`src/nsp_pkg.sv`:
```
// Contract
// status enabled: send status frame when any rotation begins or objective leaves
// status enabled: send status frame when rotation ends or objective enters
// shutter mode: send shutter close command at rotation start or objective leaving
// shutter mode: send further shutter command at rotation end or objective entering
// forward step command moves nosepiece one position forward
// guarded reverse step moves back one position, refusing 1 to 5
// unrestricted reverse step moves back one position, 1 to 5 allowed
// goto command with one digit moves directly to position 1..5
// control commands reply o+command+CR, or n+command+error code+CR
// position query returns digit 1..5, or 0 when position unknown
// read commands reply a+command+data+CR, failures use the n form
// revision query returns V, digit, period, two digits
// name query returns a fixed product name string
// status setting write takes digit 0..3: off, on, shutter A, shutter B
// status setting query returns last stored digit 0..3
// status event frame id s carries 0 at start, position at end
// host never answers status frames; device never waits for it
// restore defaults returns settings, status output included, to default then acks
// frame is id char, three command chars, optional data, CR
// error codes a, b, d, f, 4, 5 as defined
// link is 8N1 at 9600 or 19200 bps, outside this block
// host uses c for actions and settings, r for reads
// out of range digit gives invalid data error, nothing changes
`default_nettype none
package nsp_pkg;
  localparam int CLK_KHZ = 50000;
  localparam int MOVE_TIMEOUT_MS = 2000;
  localparam int RX_MAX = 8;
  localparam int FRAME_BYTES = 16;
  localparam logic [7:0] CHR_CR = 8'h0D;
  localparam logic [7:0] CHR_NUL = 8'h00;
  localparam logic [7:0] CHR_QMARK = 8'h3F;
  localparam logic [7:0] CHR_ZERO = 8'h30;
  localparam logic [7:0] CHR_ONE = 8'h31;
  localparam logic [7:0] CHR_THREE = 8'h33;
  localparam logic [7:0] CHR_FIVE = 8'h35;
  localparam logic [7:0] ID_CTL = 8'h63;
  localparam logic [7:0] ID_READ = 8'h72;
  localparam logic [7:0] ID_ACK_CTL = 8'h6F;
  localparam logic [7:0] ID_ACK_RD = 8'h61;
  localparam logic [7:0] ID_NAK = 8'h6E;
  localparam logic [7:0] ID_STATUS = 8'h73;
  localparam logic [7:0] ERR_CMD = 8'h61;
  localparam logic [7:0] ERR_DATA = 8'h62;
  localparam logic [7:0] ERR_TIMEOUT = 8'h64;
  localparam logic [7:0] ERR_FORBID = 8'h66;
  localparam logic [7:0] ERR_OVF = 8'h34;
  localparam logic [7:0] ERR_HW = 8'h35;
  localparam logic [23:0] CMD_FWD = 24'h52_4357;
  localparam logic [23:0] CMD_REV_G = 24'h52_4352;
  localparam logic [23:0] CMD_REV_U = 24'h52_4343;
  localparam logic [23:0] CMD_GOTO = 24'h52_4443;
  localparam logic [23:0] CMD_POS_Q = 24'h52_4152;
  localparam logic [23:0] CMD_REV_Q = 24'h56_4552;
  localparam logic [23:0] CMD_NAME_Q = 24'h50_4E4D;
  localparam logic [23:0] CMD_STAT_W = 24'h53_4153;
  localparam logic [23:0] CMD_STAT_Q = 24'h53_4152;
  localparam logic [23:0] CMD_STAT_EV = 24'h53_4145;
  localparam logic [23:0] CMD_DEFAULTS = 24'h44_4546;
  localparam logic [2:0] POS_NONE = 3'h0;
  localparam logic [2:0] POS_FIRST = 3'h1;
  localparam logic [2:0] POS_LAST = 3'h5;
  localparam logic [1:0] MODE_OFF = 2'h0;
  localparam logic [1:0] MODE_STATUS = 2'h1;
  localparam logic [1:0] MODE_SHUT_A = 2'h2;
  localparam logic [1:0] MODE_SHUT_B = 2'h3;

  typedef enum logic [1:0] {
    ST_IDLE = 2'b00,
    ST_MOVE = 2'b01,
    ST_REPLY = 2'b10
  } nsp_state_t;

  typedef enum logic [1:0] {
    DK_NONE = 2'b00,
    DK_CHAR = 2'b01,
    DK_VER = 2'b10,
    DK_NAME = 2'b11
  } nsp_dkind_t;
endpackage
`default_nettype wire

```
`src/nsp_txframe.sv`:
```
`timescale 1ns/100ps
`default_nettype none
module nsp_txframe import nsp_pkg::*; #(
  parameter int NBYTES = FRAME_BYTES
) (
  input wire logic clk_sys,
  input wire logic resetn,
  input wire logic load,
  input wire logic [NBYTES*8-1:0] frame,
  input wire logic [4:0] len,
  output logic busy,
  output logic [7:0] tx_data,
  output logic tx_valid,
  input wire logic tx_ready
);
  logic [7:0] mem [0:NBYTES-1];
  logic [3:0] idx;
  logic [3:0] last;

  assign busy = tx_valid;

  always_ff @(posedge clk_sys) begin
    if (load) begin
      for (int i = 0; i < NBYTES; i++) begin
        mem[i] <= frame[i*8 +: 8];
      end
    end
  end

  // the next byte is fetched on the handshake so tx_data stays a flop
  always_ff @(posedge clk_sys or negedge resetn) begin
    if (!resetn) begin
      idx <= 4'h0;
      last <= 4'h0;
      tx_valid <= 1'b0;
      tx_data <= 8'h00;
    end else if (load) begin
      idx <= 4'h0;
      last <= 4'(len - 5'd1);
      tx_valid <= 1'b1;
      tx_data <= frame[7:0];
    end else if (tx_valid && tx_ready) begin
      if (idx == last) begin
        tx_valid <= 1'b0;
      end else begin
        idx <= idx + 4'h1;
        tx_data <= mem[4'(idx + 4'h1)];
      end
    end
  end

  property p_frame_ends_cr;
    @(posedge clk_sys) disable iff (!resetn)
    tx_valid && idx == last |-> tx_data == CHR_CR;
  endproperty
  a_frame_ends_cr: assert property (p_frame_ends_cr) else $error("frame not ended by CR");

  property p_load_first;
    @(posedge clk_sys) disable iff (!resetn)
    load |=> tx_valid && tx_data == $past(frame[7:0]) && tx_data[6:5] != 2'b00;
  endproperty
  a_load_first: assert property (p_load_first) else $error("bad first frame byte");
endmodule // nsp_txframe
`default_nettype wire

```
`src/nsp_interp.sv`:
```
`timescale 1ns/100ps
`default_nettype none
module nsp_interp import nsp_pkg::*; #(
  parameter int MOVE_TIMEOUT_CYC = MOVE_TIMEOUT_MS * CLK_KHZ,
  // identity strings and shutter commands: arbitrary neutral values
  parameter logic [39:0] VERSION_STR = 40'h56_312E_3030,
  parameter logic [63:0] NAME_STR = 64'h4E50_432D_3030_3031,
  parameter logic [31:0] SHUT_A_CLOSE = 32'h6343_4C53,
  parameter logic [31:0] SHUT_A_OPEN = 32'h634F_504E,
  parameter logic [31:0] SHUT_B_CLOSE = 32'h6353_4843,
  parameter logic [31:0] SHUT_B_OPEN = 32'h6353_484F
) (
  input wire logic clk_sys,
  input wire logic resetn,
  input wire logic [7:0] rx_data,
  input wire logic rx_valid,
  output logic rx_ready,
  output logic [7:0] tx_data,
  output logic tx_valid,
  input wire logic tx_ready,
  input wire logic [2:0] position,
  input wire logic panel_rot_start,
  input wire logic obj_leave,
  input wire logic obj_enter,
  input wire logic rot_done,
  input wire logic ctrl_forbid,
  input wire logic hw_fault,
  output logic move_req,
  output logic [2:0] move_target,
  output logic [1:0] status_mode
);
  nsp_state_t state;
  logic [7:0] rx_buf [0:RX_MAX-1];
  logic [3:0] rx_cnt;
  logic rx_ovf;
  logic cmd_go;
  logic [7:0] cmd_id;
  logic [7:0] data_ch;
  logic [7:0] echo [1:3];
  logic [23:0] cmd_word;
  logic has_data;
  logic [2:0] pos_eff;
  logic go_dig_ok;
  logic stat_dig_ok;
  logic d_move;
  logic [2:0] d_target;
  logic [7:0] d_id;
  logic [7:0] d_err;
  nsp_dkind_t d_kind;
  logic [7:0] d_ch;
  logic d_mode_we;
  logic [1:0] d_mode_val;
  logic [7:0] r_id;
  logic [23:0] r_cmd;
  nsp_dkind_t r_kind;
  logic [7:0] r_ch;
  logic [31:0] tmo;
  logic start_pend;
  logic end_pend;
  logic ev_start;
  logic ev_end;
  logic tx_busy;
  logic load_reply;
  logic load_ev;
  logic [7:0] f_id;
  logic [23:0] f_cmd;
  nsp_dkind_t f_kind;
  logic [7:0] f_ch;
  logic [7:0] dat [0:7];
  logic [3:0] dlen;
  logic [FRAME_BYTES*8-1:0] frame_flat;
  logic [4:0] frame_len;

  // receive side: bytes gathered until CR; no new byte while a frame is decoded
  assign rx_ready = (state == ST_IDLE) && !cmd_go;

  always_ff @(posedge clk_sys or negedge resetn) begin
    if (!resetn) begin
      rx_cnt <= 4'h0;
      rx_ovf <= 1'b0;
      cmd_go <= 1'b0;
    end else begin
      cmd_go <= 1'b0;
      if (cmd_go) begin
        rx_cnt <= 4'h0;
        rx_ovf <= 1'b0;
      end else if (rx_valid && rx_ready) begin
        if (rx_data == CHR_CR) begin
          cmd_go <= 1'b1;
        end else if (rx_cnt < 4'(RX_MAX)) begin
          rx_cnt <= rx_cnt + 4'h1;
        end else begin
          rx_ovf <= 1'b1;
        end
      end
    end
  end

  always_ff @(posedge clk_sys) begin
    if (rx_valid && rx_ready && rx_data != CHR_CR && rx_cnt < 4'(RX_MAX)) begin
      rx_buf[rx_cnt[2:0]] <= rx_data;
    end
  end

  // short command fields are echoed padded with '?'
  always_comb begin
    for (int i = 1; i < 4; i++) begin
      echo[i] = (rx_cnt > 4'(i)) ? rx_buf[i] : CHR_QMARK;
    end
    cmd_word = {echo[1], echo[2], echo[3]};
    cmd_id = (rx_cnt != 4'h0) ? rx_buf[0] : CHR_NUL;
    has_data = rx_cnt >= 4'h5;
    data_ch = rx_buf[4];
  end

  assign pos_eff = (position >= POS_FIRST && position <= POS_LAST) ? position : POS_NONE;
  assign go_dig_ok = has_data && data_ch >= CHR_ONE && data_ch <= CHR_FIVE;
  assign stat_dig_ok = has_data && data_ch >= CHR_ZERO && data_ch <= CHR_THREE;

  // decode of one received frame into an action and a reply
  always_comb begin
    d_move = 1'b0;
    d_target = pos_eff;
    d_id = ID_ACK_CTL;
    d_err = CHR_NUL;
    d_kind = DK_NONE;
    d_ch = CHR_ZERO;
    d_mode_we = 1'b0;
    d_mode_val = MODE_OFF;
    if (rx_ovf) begin
      d_err = ERR_OVF;
    end else if (hw_fault) begin
      d_err = ERR_HW;
    end else if (cmd_id == ID_CTL && cmd_word == CMD_FWD) begin
      if (ctrl_forbid || pos_eff == POS_NONE) begin
        d_err = ERR_FORBID;
      end else begin
        d_move = 1'b1;
        d_target = (pos_eff == POS_LAST) ? POS_FIRST : pos_eff + 3'h1;
      end
    end else if (cmd_id == ID_CTL && cmd_word == CMD_REV_G) begin
      if (ctrl_forbid || pos_eff == POS_NONE || pos_eff == POS_FIRST) begin
        d_err = ERR_FORBID;
      end else begin
        d_move = 1'b1;
        d_target = pos_eff - 3'h1;
      end
    end else if (cmd_id == ID_CTL && cmd_word == CMD_REV_U) begin
      if (ctrl_forbid || pos_eff == POS_NONE) begin
        d_err = ERR_FORBID;
      end else begin
        d_move = 1'b1;
        d_target = (pos_eff == POS_FIRST) ? POS_LAST : pos_eff - 3'h1;
      end
    end else if (cmd_id == ID_CTL && cmd_word == CMD_GOTO) begin
      if (ctrl_forbid) begin
        d_err = ERR_FORBID;
      end else if (!go_dig_ok) begin
        d_err = ERR_DATA;
      end else if (data_ch[2:0] != pos_eff) begin
        d_move = 1'b1;
        d_target = data_ch[2:0];
      end
    end else if (cmd_id == ID_CTL && cmd_word == CMD_STAT_W) begin
      if (!stat_dig_ok) begin
        d_err = ERR_DATA;
      end else begin
        d_mode_we = 1'b1;
        d_mode_val = data_ch[1:0];
      end
    end else if (cmd_id == ID_CTL && cmd_word == CMD_DEFAULTS) begin
      d_mode_we = 1'b1;
      d_mode_val = MODE_OFF;
    end else if (cmd_id == ID_READ && cmd_word == CMD_POS_Q) begin
      d_id = ID_ACK_RD;
      d_kind = DK_CHAR;
      d_ch = CHR_ZERO | {5'h00, pos_eff};
    end else if (cmd_id == ID_READ && cmd_word == CMD_REV_Q) begin
      d_id = ID_ACK_RD;
      d_kind = DK_VER;
    end else if (cmd_id == ID_READ && cmd_word == CMD_NAME_Q) begin
      d_id = ID_ACK_RD;
      d_kind = DK_NAME;
    end else if (cmd_id == ID_READ && cmd_word == CMD_STAT_Q) begin
      d_id = ID_ACK_RD;
      d_kind = DK_CHAR;
      d_ch = CHR_ZERO | {6'h00, status_mode};
    end else begin
      d_err = ERR_CMD;
    end
    if (d_err != CHR_NUL) begin
      d_id = ID_NAK;
      d_move = 1'b0;
      d_kind = DK_CHAR;
      d_ch = d_err;
      d_mode_we = 1'b0;
    end
  end

  // a move reply waits for the motor, bounded by the timeout
  always_ff @(posedge clk_sys or negedge resetn) begin
    if (!resetn) begin
      state <= ST_IDLE;
      r_id <= ID_ACK_CTL;
      r_cmd <= CMD_FWD;
      r_kind <= DK_NONE;
      r_ch <= CHR_ZERO;
      tmo <= 32'h0000_0000;
    end else begin
      unique case (state)
        ST_IDLE: begin
          if (cmd_go) begin
            r_id <= d_id;
            r_cmd <= cmd_word;
            r_kind <= d_kind;
            r_ch <= d_ch;
            tmo <= 32'h0000_0000;
            state <= d_move ? ST_MOVE : ST_REPLY;
          end
        end
        ST_MOVE: begin
          tmo <= tmo + 32'h0000_0001;
          if (rot_done) begin
            r_id <= ID_ACK_CTL;
            r_kind <= DK_NONE;
            state <= ST_REPLY;
          end else if (hw_fault || tmo == 32'(MOVE_TIMEOUT_CYC - 1)) begin
            r_id <= ID_NAK;
            r_kind <= DK_CHAR;
            r_ch <= hw_fault ? ERR_HW : ERR_TIMEOUT;
            state <= ST_REPLY;
          end
        end
        ST_REPLY: begin
          if (load_reply) begin
            state <= ST_IDLE;
          end
        end
        default: state <= ST_IDLE;
      endcase
    end
  end

  always_ff @(posedge clk_sys or negedge resetn) begin
    if (!resetn) begin
      move_req <= 1'b0;
      move_target <= POS_NONE;
    end else begin
      move_req <= (state == ST_IDLE) && cmd_go && d_move;
      if ((state == ST_IDLE) && cmd_go && d_move) begin
        move_target <= d_target;
      end
    end
  end

  always_ff @(posedge clk_sys or negedge resetn) begin
    if (!resetn) begin
      status_mode <= MODE_OFF;
    end else if ((state == ST_IDLE) && cmd_go && d_mode_we) begin
      status_mode <= d_mode_val;
    end
  end

  // unsolicited frames: fire and forget, a new event wins over the clear
  assign ev_start = move_req || panel_rot_start || obj_leave;
  assign ev_end = rot_done || obj_enter;
  assign load_reply = (state == ST_REPLY) && !tx_busy;
  assign load_ev = !tx_busy && (state != ST_REPLY) && (start_pend || end_pend);

  always_ff @(posedge clk_sys or negedge resetn) begin
    if (!resetn) begin
      start_pend <= 1'b0;
      end_pend <= 1'b0;
    end else begin
      if (status_mode != MODE_OFF && ev_start) begin
        start_pend <= 1'b1;
      end else if (load_ev) begin
        start_pend <= 1'b0;
      end
      if (status_mode != MODE_OFF && ev_end) begin
        end_pend <= 1'b1;
      end else if (load_ev && !start_pend) begin
        end_pend <= 1'b0;
      end
    end
  end

  always_comb begin
    f_id = r_id;
    f_cmd = r_cmd;
    f_kind = r_kind;
    f_ch = r_ch;
    if (state != ST_REPLY) begin
      f_kind = DK_NONE;
      if (status_mode[1]) begin
        if (status_mode == MODE_SHUT_A) begin
          {f_id, f_cmd} = start_pend ? SHUT_A_CLOSE : SHUT_A_OPEN;
        end else begin
          {f_id, f_cmd} = start_pend ? SHUT_B_CLOSE : SHUT_B_OPEN;
        end
      end else begin
        f_id = ID_STATUS;
        f_cmd = CMD_STAT_EV;
        f_kind = DK_CHAR;
        f_ch = start_pend ? CHR_ZERO : (CHR_ZERO | {5'h00, pos_eff});
      end
    end
  end

  always_comb begin
    for (int i = 0; i < 8; i++) begin
      dat[i] = (f_kind == DK_NAME) ? NAME_STR[63-8*i -: 8] : CHR_NUL;
    end
    unique case (f_kind)
      DK_NONE: dlen = 4'h0;
      DK_CHAR: begin
        dlen = 4'h1;
        dat[0] = f_ch;
      end
      DK_VER: begin
        dlen = 4'h5;
        for (int i = 0; i < 5; i++) begin
          dat[i] = VERSION_STR[39-8*i -: 8];
        end
      end
      DK_NAME: dlen = 4'h8;
    endcase
    for (int i = 0; i < FRAME_BYTES; i++) begin
      if (i == 0) begin
        frame_flat[i*8 +: 8] = f_id;
      end else if (i < 4) begin
        frame_flat[i*8 +: 8] = f_cmd[8*(3-i) +: 8];
      end else if (i - 4 < int'(dlen)) begin
        frame_flat[i*8 +: 8] = dat[3'(i-4)];
      end else if (i - 4 == int'(dlen)) begin
        frame_flat[i*8 +: 8] = CHR_CR;
      end else begin
        frame_flat[i*8 +: 8] = CHR_NUL;
      end
    end
    frame_len = 5'h05 + {1'b0, dlen};
  end

  nsp_txframe #(
    .NBYTES(FRAME_BYTES)
  ) u_tx (
    .clk_sys(clk_sys),
    .resetn(resetn),
    .load(load_reply || load_ev),
    .frame(frame_flat),
    .len(frame_len),
    .busy(tx_busy),
    .tx_data(tx_data),
    .tx_valid(tx_valid),
    .tx_ready(tx_ready)
  );

  property p_status_start;
    @(posedge clk_sys) disable iff (!resetn)
    status_mode == MODE_STATUS && panel_rot_start |=> start_pend;
  endproperty
  a_status_start: assert property (p_status_start) else $error("start status lost");

  property p_status_end;
    @(posedge clk_sys) disable iff (!resetn)
    status_mode == MODE_STATUS && (rot_done || obj_enter) |=> end_pend;
  endproperty
  a_status_end: assert property (p_status_end) else $error("end status lost");

  property p_shutter_close;
    @(posedge clk_sys) disable iff (!resetn)
    status_mode[1] && obj_leave ##1 load_ev && start_pend
      |-> {f_id, f_cmd} == ((status_mode == MODE_SHUT_A) ? SHUT_A_CLOSE : SHUT_B_CLOSE);
  endproperty
  a_shutter_close: assert property (p_shutter_close) else $error("shutter close not sent");

  property p_guard_wrap;
    @(posedge clk_sys) disable iff (!resetn)
    state == ST_IDLE && cmd_go && cmd_id == ID_CTL && cmd_word == CMD_REV_G
      && position == POS_FIRST && !rx_ovf && !hw_fault
      |=> !move_req && state == ST_REPLY && r_id == ID_NAK && r_ch == ERR_FORBID;
  endproperty
  a_guard_wrap: assert property (p_guard_wrap) else $error("guarded wrap not refused");

  property p_move_ack;
    @(posedge clk_sys) disable iff (!resetn)
    state == ST_MOVE && rot_done |=> state == ST_REPLY && r_id == ID_ACK_CTL
      && r_kind == DK_NONE;
  endproperty
  a_move_ack: assert property (p_move_ack) else $error("move not acknowledged");

  property p_mode_write;
    @(posedge clk_sys) disable iff (!resetn)
    state == ST_IDLE && cmd_go && cmd_id == ID_CTL && cmd_word == CMD_STAT_W
      && stat_dig_ok && !rx_ovf && !hw_fault |=> status_mode == $past(data_ch[1:0]);
  endproperty
  a_mode_write: assert property (p_mode_write) else $error("setting not stored");

  property p_defaults;
    @(posedge clk_sys) disable iff (!resetn)
    state == ST_IDLE && cmd_go && cmd_id == ID_CTL && cmd_word == CMD_DEFAULTS
      && !rx_ovf && !hw_fault |=> status_mode == MODE_OFF && r_id == ID_ACK_CTL;
  endproperty
  a_defaults: assert property (p_defaults) else $error("defaults not restored");

  property p_bad_digit;
    @(posedge clk_sys) disable iff (!resetn)
    state == ST_IDLE && cmd_go && cmd_id == ID_CTL && cmd_word == CMD_STAT_W
      && !stat_dig_ok && !rx_ovf && !hw_fault |=> $stable(status_mode) && r_ch == ERR_DATA;
  endproperty
  a_bad_digit: assert property (p_bad_digit) else $error("bad digit accepted");
endmodule // nsp_interp
`default_nettype wire

```
`config.mk`:
```
export PLATFORM = sky130hd
export DESIGN_NAME = nsp_interp
export DESIGN_NICKNAME = d
export VERILOG_FILES = /design/src/nsp_pkg.sv /design/src/nsp_txframe.sv /design/src/nsp_interp.sv
export SDC_FILE = /design/constraint.sdc
export NUM_CORES = 1
export LEC_CHECK = 0
export CORE_ASPECT_RATIO = 1.1
export CORE_UTILIZATION = 30
export CTS_CLUSTER_DIAMETER = 200
export CTS_CLUSTER_SIZE = 30
export DETAILED_ROUTE_END_ITERATION = 10
export DONT_BUFFER_PORTS = 1
export GPL_ROUTABILITY_DRIVEN = 0
export PLACE_DENSITY_LB_ADDON = 0.12
export SETUP_SLACK_MARGIN = 0.05
export SKIP_CTS_REPAIR_TIMING = 1
export SYNTH_ARGS = -nofsm -noshare
export SYNTH_HDL_FRONTEND = slang
export SYNTH_HIERARCHICAL = 1
export SYNTH_SLANG_ARGS = --single-unit
```
`constraint.sdc`:
```
create_clock -name clk_sys -period 16.4 [get_ports clk_sys]
set_clock_uncertainty 0.2 [all_clocks]
set_input_delay 0.82 -clock clk_sys [delete_from_list [all_inputs] [get_ports clk_sys]]
set_output_delay 0.82 -clock clk_sys [all_outputs]
set_load 0.1 [all_outputs]
```
After elaboration in Yosys (flattened, before gate mapping)

Memories as Yosys holds them, arrays and structs flattened.
Cells that the tools add are included.

Multiplexer cells: 198
Equality and inequality tests: 45
Order comparisons: 23
Reductions and logical operators: 63
Add/subtract/negate cells: 7

Operators by type and width:

| cell                  | number |
|---|---|
| $mux 8                | 38 |
| $eq 24x23->1 const B  | 10 |
| $mux 4                | 32 |
| $mux 7                | 14 |
| $mux 3                | 25 |
| $mux 2                | 32 |
| $pmux 32 s2           | 1 |
| $mux 24               | 2 |
| $pmux 8 s2            | 3 |
| $mux 1                | 42 |
| $add 32x1->32 const B | 1 |
| $eq 32x27->1 const B  | 1 |
| $eq 4x4->1 const A    | 8 |
| $mux 32               | 1 |
| $mux 31               | 1 |
| $logic_and 1x1->1     | 29 |
| $mux 21               | 1 |
| $mux 20               | 1 |
| $eq 8x7->1 const B    | 2 |
| $ge 8x6->1 const B    | 2 |
| $le 8x6->1 const B    | 2 |
| $lt 3x4->1 const A    | 4 |
| $lt 4x4->1 const A    | 4 |
| $pmux 4 s4            | 1 |
| 40 further kinds      | 79 |

Output and inout port bits: 16
Register bits after elaboration: 107
Word-level logic and storage cells: 356
Memory bits (writable): 192
Memories: 2

Memory list:

| memory   | words | width | read ports | clocked after memory_dff | wr ports | line              | RTL |
|---|---|---|---|---|---|---|---|
| u_tx.mem | 16    | 8     | 1          | 0                        | 16       | nsp_txframe.sv:16 | `logic [7:0] mem [0:NBYTES-1];` |
| rx_buf   | 8     | 8     | 5          | 0                        | 1        | nsp_interp.sv:33  | `logic [7:0] rx_buf [0:RX_MAX-1];` |

Longest topological paths before layout

Gate-level depths: netlist of the first run.

Depth in word-level cells: 21
Depth in mapped cells: 12
Gate-level depth less buffers: 10

Cells and area by module

The synthesis of the first run kept the hierarchy.

By module, submodules not included:

| module      | times used | area each (sq um) | sequential area each (sq um) | cells each |
|---|---|---|---|---|
| nsp_interp  | 1          | 6722.7            | 3271.9                       | 692 |
| nsp_txframe | 1          | 5880.6            | 4269.1                       | 295 |

Least setup slack after synthesis of the first run

OpenSTA, ideal clock, no wires.

Path type: reg-to-reg
Start point: register state[1]
End point: register u_tx.tx_data[5]
Setup time: 118 ps
Path slack: 8431 ps
Required time: 16082 ps
Cell stages (with the launch flop): 10
Clock period less this slack: 7969 ps
Arrival time: 7651 ps
Cells stage by stage: dfrtp_1 -> nor2b_1 -> clkbuf_1 -> clkbuf_1 -> nor3_1 -> nor2_1 -> inv_1 -> clkbuf_1 -> a31o_2 -> a21o_1

Cells in the longest elaborated chain, start to end: 6
Elaborated cells on any way between the ends: 11

Ends and longest elaborated chain:

| item                                                                    | line                                 | RTL |
|---|---|---|
| start: declaration                                                      | nsp_interp.sv:32                     | `nsp_state_t state;` |
| start signal: assignment                                                | nsp_interp.sv:218                    | `state <= d_move ? ST_MOVE : ST_REPLY;` |
| $ne 2x2->1                                                              | nsp_interp.sv:268, nsp_interp.sv:293 |  |
| $logic_and 1x1->1 (2 in a row)                                          | nsp_interp.sv:268                    | `assign load_ev = !tx_busy && (state != ST_REPLY) && (start_pend \|\| end_pend);` |
| $logic_or 1x1->1                                                        | nsp_interp.sv:349                    | `.load(load_reply \|\| load_ev),` |
| $ne 2x1->1 (no source line) / $reduce_bool 2->1 (equally long branches) | -                                    |  |
| $reduce_and 2->1 (no source line)                                       | -                                    |  |
| end signal: assignment                                                  | nsp_txframe.sv:41                    | `tx_data <= frame[7:0];` |
| end signal: assignment                                                  | nsp_txframe.sv:47                    | `tx_data <= mem[4'(idx + 4'h1)];` |
| end: declaration                                                        | nsp_txframe.sv:12                    | `output logic [7:0] tx_data,` |

Parallel ways exist; a longest one is shown, timed or not.
A chain may end at the register's enable or synchronous reset.

Worst setup path in the final report of the first run

Start point: register rx_cnt[0]
End point: register move_target[1]

Cells in the longest elaborated chain, start to end: 19
Elaborated cells on any way between the ends: 69

Ends and longest elaborated chain:

| item                                              | line                                 | RTL |
|---|---|---|
| start: declaration                                | nsp_interp.sv:34                     | `logic [3:0] rx_cnt;` |
| start signal: assignment                          | nsp_interp.sv:91                     | `rx_cnt <= rx_cnt + 4'h1;` |
| $gt 4x2->1, or another cell as far along          | nsp_interp.sv:108                    | `echo[i] = (rx_cnt > 4'(i)) ? rx_buf[i] : CHR_QMARK;` |
| $mux 8 (on tied branches)                         | nsp_interp.sv:108, nsp_interp.sv:111 |  |
| $eq 24x23->1 / $eq 8x7->1 (equally long branches) | -                                    |  |
| $logic_and 1x1->1                                 | nsp_interp.sv:184                    | `end else if (cmd_id == ID_READ && cmd_word == CMD_STAT_Q) begin` |
| $mux 7                                            | nsp_interp.sv:184                    |  |
| $mux 7                                            | nsp_interp.sv:181                    | `end else if (cmd_id == ID_READ && cmd_word == CMD_NAME_Q) begin` |
| $mux 7                                            | nsp_interp.sv:178                    | `end else if (cmd_id == ID_READ && cmd_word == CMD_REV_Q) begin` |
| $mux 7                                            | nsp_interp.sv:174                    | `end else if (cmd_id == ID_READ && cmd_word == CMD_POS_Q) begin` |
| [3 not listed]                                    | -                                    |  |
| $mux 8                                            | nsp_interp.sv:148                    | `end else if (cmd_id == ID_CTL && cmd_word == CMD_REV_U) begin` |
| $mux 8                                            | nsp_interp.sv:141                    | `end else if (cmd_id == ID_CTL && cmd_word == CMD_REV_G) begin` |
| $mux 8                                            | nsp_interp.sv:134                    | `end else if (cmd_id == ID_CTL && cmd_word == CMD_FWD) begin` |
| $mux 8                                            | nsp_interp.sv:132                    | `end else if (hw_fault) begin` |
| $mux 8                                            | nsp_interp.sv:130                    | `if (rx_ovf) begin` |
| $reduce_bool 8->1                                 | nsp_interp.sv:191                    | `if (d_err != CHR_NUL) begin` |
| $mux 1                                            | nsp_interp.sv:191                    |  |
| $logic_and 1x1->1                                 | nsp_interp.sv:250                    | `if ((state == ST_IDLE) && cmd_go && d_move) begin` |
| end signal: assignment                            | nsp_interp.sv:251                    | `move_target <= d_target;` |
| end: declaration                                  | nsp_interp.sv:29                     | `output logic [2:0] move_target,` |

Parallel ways exist; a longest one is shown, timed or not.

==> results of run 1 <==
==> sequential cells by signal, summed over array words and instances (netlist names) <==
signal        count
cmd_go            1
end_pend          1
move_req          1
move_target       3
r_ch              6
r_cmd            24
r_id              2
r_kind            2
rx_buf           40
rx_cnt            4
rx_ovf            1
start_pend        1
state             2
status_mode       2
tmo              32
u_tx/busy         1
u_tx/idx          4
u_tx/last         4
u_tx/mem        128
u_tx/tx_data      8
==> worst min-delay path by stage <==
stage                  start  endpoint  depth (start not counted)
CTS                   resetn    cmd_go                          0
detailed placement  r_cmd[4]  r_cmd[4]                          2
floorplan           r_cmd[7]  r_cmd[7]                          2
global route          resetn    tmo[4]                          1
global placement    r_cmd[6]  r_cmd[6]                          2
finish                resetn    tmo[4]                          1
==> power breakdown <==
group	total (mW)	leakage, nW	switching [mW]	internal (mW)
combinational	0.587	2.08	0.347	0.240
sequential	0.932	2.80	0.125	0.807
clock	0.375	0.181	0.210	0.165
total	1.89	5.06	0.681	1.21
==> kinds of logic after synthesis <==
kind of cell | share of synthesized area, %
fa+ha+maj | 1.39
simple gates | 14.9
flops | 59.8
other cells | 0.0596
compound gates | 12.0
xor+xnor | 1.25
buf+inv | 2.91
mux | 7.67
==> final cells by class <==
cell class	count	area [sq um]	share of cell area (%)
Clock buffer	19	348	2.52
Sequential cell	267	7540	54.6
Inverter	39	146	1.06
Multi-Input combinational cell	685	4890	35.4
Timing Repair Buffer	15	165	1.19
Clock inverter	1	30.0	0.217
Tap cell	560	701	5.07
==> worst max-delay path, cell delays in order, from the launching register on <==
cell	delay, ns
dfrtp_1	0.50
inv_1	0.15
ha_1	0.21
nor3b_1	0.15
or4_1	0.70
nor4_2	0.66
o21ai_0	0.31
a2111oi_4	0.48
o311a_1	0.23
a21oi_1	0.06
==> routing by layer <==
metal	track usage, %	wire length (um)
met2	24.4	14900
met5	0	0
met1	20.0	14500
met4	2.58	468
met3	1.81	932
==> placed cells by master, fill, tap and decap left out, drive strengths merged, types with 6 or more instances in the layout <==
cell type	count
ha	14
o21ai	49
mux4	32
nor2b	10
a211o	6
a22o	7
nor2	58
or2	8
dfstp	15
inv	39
o22a	12
nand2b	22
nand2	84
nand3	30
nor4b	7
xor2	9
and2	24
a31oi	6
nand4	14
o211ai	8
clkbuf	19
nor4	14
edfxtp	168
xnor2	6
conb	48
buf	15
o31ai	11
a21o	13
and3	20
a222oi	7
nor3	19
a31o	9
a21oi	32
mux2i	19
or4	11
dfrtp	84
==> impl_metrics.env, run 1 <==
export IMPL_post_route_period_util_pct=22.9
export IMPL_crit_type="reg -> reg"
export IMPL_clock_sinks=267
export IMPL_cts_tree="built"
export IMPL_synth_edf_count=168
export IMPL_fillers=4186
export IMPL_clk_pin_slew_ns=0.12
export IMPL_fin_setup_tns_ns=0
export IMPL_hold_slack_ns=0.00373
export IMPL_firstDrtPassIters=5
export IMPL_drc=0
export IMPL_final_hold_viol_count=0
export IMPL_nNetsFinal=1055
export IMPL_synth_seq_cells=267
export IMPL_total_power_mw=1.89
export IMPL_place_ws_ns=12.72
export IMPL_rrSetupSlack_ns=12.64
export IMPL_placed_area_sq_um=13400
export IMPL_worstReg2RegEnd="move_target[1]"
export IMPL_irDropWorstVdd_mv=0.0756
export IMPL_synth_commonest_cells="edfxtp_1 (168), dfrtp_1 (84), nand2_1 (84), nor2_1 (58), o21ai_0 (47)"
export IMPL_rsz0062_at_grt="false"
export IMPL_wire_per_inst_um=19.4
export IMPL_yosys_area_top_type_share_pct=40.0
export IMPL_cts_root_buf="clkbuf_16"
export IMPL_syn_to_final_growth_pct=9.66
export IMPL_finalSetupViolCount=0
export IMPL_worstSkewPairLatency_ns=0.50
export IMPL_cts_buffers=12
export IMPL_reg2reg_depth=9
export IMPL_antenna_found_initial=1
export IMPL_final_cell_area_sq_um=13800
export IMPL_critPathArrivalTime_ns=3.97
export IMPL_die_y_um=217
export IMPL_synth_area_leaders="edfxtp_1 (40%), dfrtp_1 (17%), mux4_2 (5.2%), dfstp_2 (3.1%), nand2_1 (2.5%)"
export IMPL_utilization_pct=33.4
export IMPL_drv_slew=0
export IMPL_htree_levels=1
export IMPL_antenna_cells=0
export IMPL_crit_fanout=8
export IMPL_synth_top_area_cell="edfxtp_1"
export IMPL_fin_cells=1586
export IMPL_r2r_start="rx_cnt[0]"
export IMPL_syn_inst=987
export IMPL_cp_startpoint="rx_cnt[0]"
export IMPL_critPathLaunchType="flip-flop"
export IMPL_netlist_area_sq_um=12600
export IMPL_placed_cells=1565
export IMPL_die_x_um=197
export IMPL_min_period_ns=3.76
export IMPL_final_antenna_net_count=0
export IMPL_p_leak_nw=5.06
export IMPL_drt_initial_drc_count=591
export IMPL_avgSynthCellArea_sq_um=12.8
export IMPL_start_util_pct=30.5
export IMPL_ys_flop_type="edfxtp_1"
export IMPL_drive_above_1_share_pct=10.4
export IMPL_status="finished, final reports clean"
export IMPL_final_setup_worst_slack_ns=12.64
export IMPL_die_area_sq_um=42800
export IMPL_fmax_ghz=0.266
export IMPL_via_per_inst=5.03
export IMPL_ys_seq_area_share_pct=59.8
export IMPL_first_global_vias=7872
export IMPL_grt_max_degree=150
export IMPL_grt_ovfl_total=0
export IMPL_ys_warn_count=6
export IMPL_place_hpwl_um=21400
export IMPL_clk_path_buf_depth=3
export IMPL_end_kind="flip-flop"
export IMPL_grt_pass1_wl_um=47900
export IMPL_core_area_sq_um=41400
export IMPL_worst_slew_pin_slew_ns=0.976
export IMPL_yosysMostFrequentCell="edfxtp_1"
export IMPL_grt_use_total_pct=14.4
export IMPL_ioPinCount=37
export IMPL_crit_path_end="move_target[1]"
export IMPL_vias=7973
export IMPL_port_buffer_count=0
export IMPL_worstPathRequired_ns=16.61
export IMPL_relSlewSlack_pct=34.9
export IMPL_row_count=78
export IMPL_wl_um=30800
export IMPL_maxCapViolCount=0
export IMPL_powerDensity_nw_per_um2=137
export IMPL_min_path_type="in -> async"
export IMPL_async_reset_ff_share_pct=37.1
export IMPL_synth_cell_type_count=88
No activity file was read; power rests on OpenSTA's default activity.
==> run 2, diff against run 1 <==
==> constraint.sdc (replaced) <==
create_clock -name clk_sys -period 3.6 [get_ports clk_sys]
set_clock_uncertainty 0.2 [all_clocks]
set_input_delay 0.18 -clock clk_sys [delete_from_list [all_inputs] [get_ports clk_sys]]
set_output_delay 0.18 -clock clk_sys [all_outputs]
set_load 0.1 [all_outputs]
==> impl_metrics.env, run 2 (synthesis results as in run 1) <==
export IMPL_nNetsFinal=1092
export IMPL_core_area_sq_um=41400
export IMPL_first_global_vias=8116
export IMPL_cp_startpoint="rx_cnt[0]"
export IMPL_crit_type="reg -> reg"
export IMPL_violations="negative hold slack"
export IMPL_final_antenna_net_count=0
export IMPL_layout_common_cells="edfxtp_1 (168), nand2_1 (84), dfrtp_1 (83)"
export IMPL_syn_to_final_growth_pct=12.5
export IMPL_layout_commonest_cell="edfxtp_1"
export IMPL_powerDensity_nw_per_um2=614
export IMPL_die_x_um=197
export IMPL_cts_buffers=12
export IMPL_clk_path_buf_depth=3
export IMPL_final_hold_viol_count=3
export IMPL_relSlewSlack_pct=35.7
export IMPL_crit_fanout=7
export IMPL_start_util_pct=30.5
export IMPL_drv_slew=0
export IMPL_place_hpwl_um=22300
export IMPL_antenna_found_initial=0
export IMPL_placed_cells=1582
export IMPL_fmax_ghz=0.296
export IMPL_drt_initial_drc_count=552
export IMPL_grt_ovfl_total=0
export IMPL_status="complete, but fails checks"
export IMPL_r2r_start="rx_cnt[0]"
export IMPL_post_route_period_util_pct=93.8
export IMPL_critPathLaunchType="flip-flop"
export IMPL_end_kind="flip-flop"
export IMPL_worstPathRequired_ns=3.77
export IMPL_fin_setup_tns_ns=0
export IMPL_firstDrtPassIters=5
export IMPL_worst_slew_pin_slew_ns=0.965
export IMPL_utilization_pct=34.3
export IMPL_clock_sinks=267
export IMPL_p_leak_nw=5.22
export IMPL_via_per_inst=4.95
export IMPL_min_path_type="in -> reg"
export IMPL_largest_reg_flops=128
export IMPL_ioPinCount=37
export IMPL_fillers=4159
export IMPL_min_from="ctrl_forbid"
export IMPL_hold_slack_ns=-0.00334
export IMPL_cts_root_buf="clkbuf_16"
export IMPL_worstSkewPairLatency_ns=0.50
export IMPL_grt_max_degree=100
export IMPL_vias=8040
export IMPL_largest_register="u_tx/mem"
export IMPL_maxCapViolCount=0
export IMPL_cts_tree="built"
export IMPL_grt_use_total_pct=15.0
export IMPL_clk_pin_slew_ns=0.13
export IMPL_row_count=78
export IMPL_grt_pass1_wl_um=49600
export IMPL_place_ws_ns=0.282
export IMPL_die_y_um=217
export IMPL_fin_cells=1624
export IMPL_final_setup_worst_slack_ns=0.224
export IMPL_wire_per_inst_um=19.5
export IMPL_drive_above_1_share_pct=12.1
export IMPL_wl_um=31700
export IMPL_die_area_sq_um=42800
export IMPL_drc=0
export IMPL_htree_levels=1
export IMPL_rsz0062_at_grt="false"
export IMPL_port_buffer_count=0
export IMPL_finalSetupViolCount=0
export IMPL_min_period_ns=3.38
export IMPL_critPathArrivalTime_ns=3.54
export IMPL_irDropWorstVdd_mv=0.372
[run 2: routing by layer]
| metal | vias up | GRT usage, % | share of wire, % |
|---|---|---|---|
| li1 | 3869 | - | - |
| met1 | 4020 | 20.8 | 47 |
| met2 | 125 | 24.7 | 47 |
| met3 | 26 | 2.22 | 3.4 |
| met4 | 0 | 3.51 | 2.1 |
| met5 | - | 0 | 0 |
[run 2: worst paths after layout]
kind                            depth (start not counted)              to  slack [ns]
worst min register to register                          2        r_cmd[4]        0.27
worst min-delay path                                    6  move_target[1]      -0.003
min in group asynchronous                               2         tmo[30]        0.09
max in group asynchronous                               2       r_cmd[14]        2.67
worst max-delay path                                    8        state[1]        0.22
worst max register to register                          8        state[1]        0.22
[run 2: cell type report]
type                            instances  area [sq um]  area share [%]
Multi-Input combinational cell        685          4920            34.7
Clock buffer                           19           348            2.45
Tap cell                              560           701            4.94
Timing Repair Buffer                   52           510            3.60
Clock inverter                          1          5.00          0.0353
Antenna cell                            1          2.50          0.0176
Inverter                               39           146            1.03
Sequential cell                       267          7540            53.2
[run 2: power by group]
group	internal [mW]	total (mW)	switching [mW]
clock	0.682	1.65	0.963
combinational	1.19	2.79	1.60
sequential	3.67	4.27	0.596
total	5.54	8.70	3.16
[run 2: critical path: stages (launching register included)]
cell and delay [ns]:
dfrtp_1 0.36, inv_1 0.09, ha_1 0.21, nor3b_1 0.15, or4_1 0.70, or4_1 0.72
nor3_2 0.28, a211oi_1 0.12, a2111oi_0 0.40
[run 2: stage by stage]
stage	cell area, sq um	total power [mW]
2_1_floorplan	12900	6.35
3_3_place_gp	13600	7.14
3_5_place_dp	13600	7.14
4_1_cts	13900	8.83
5_1_grt	14200	9.21
6_report	14200	8.70
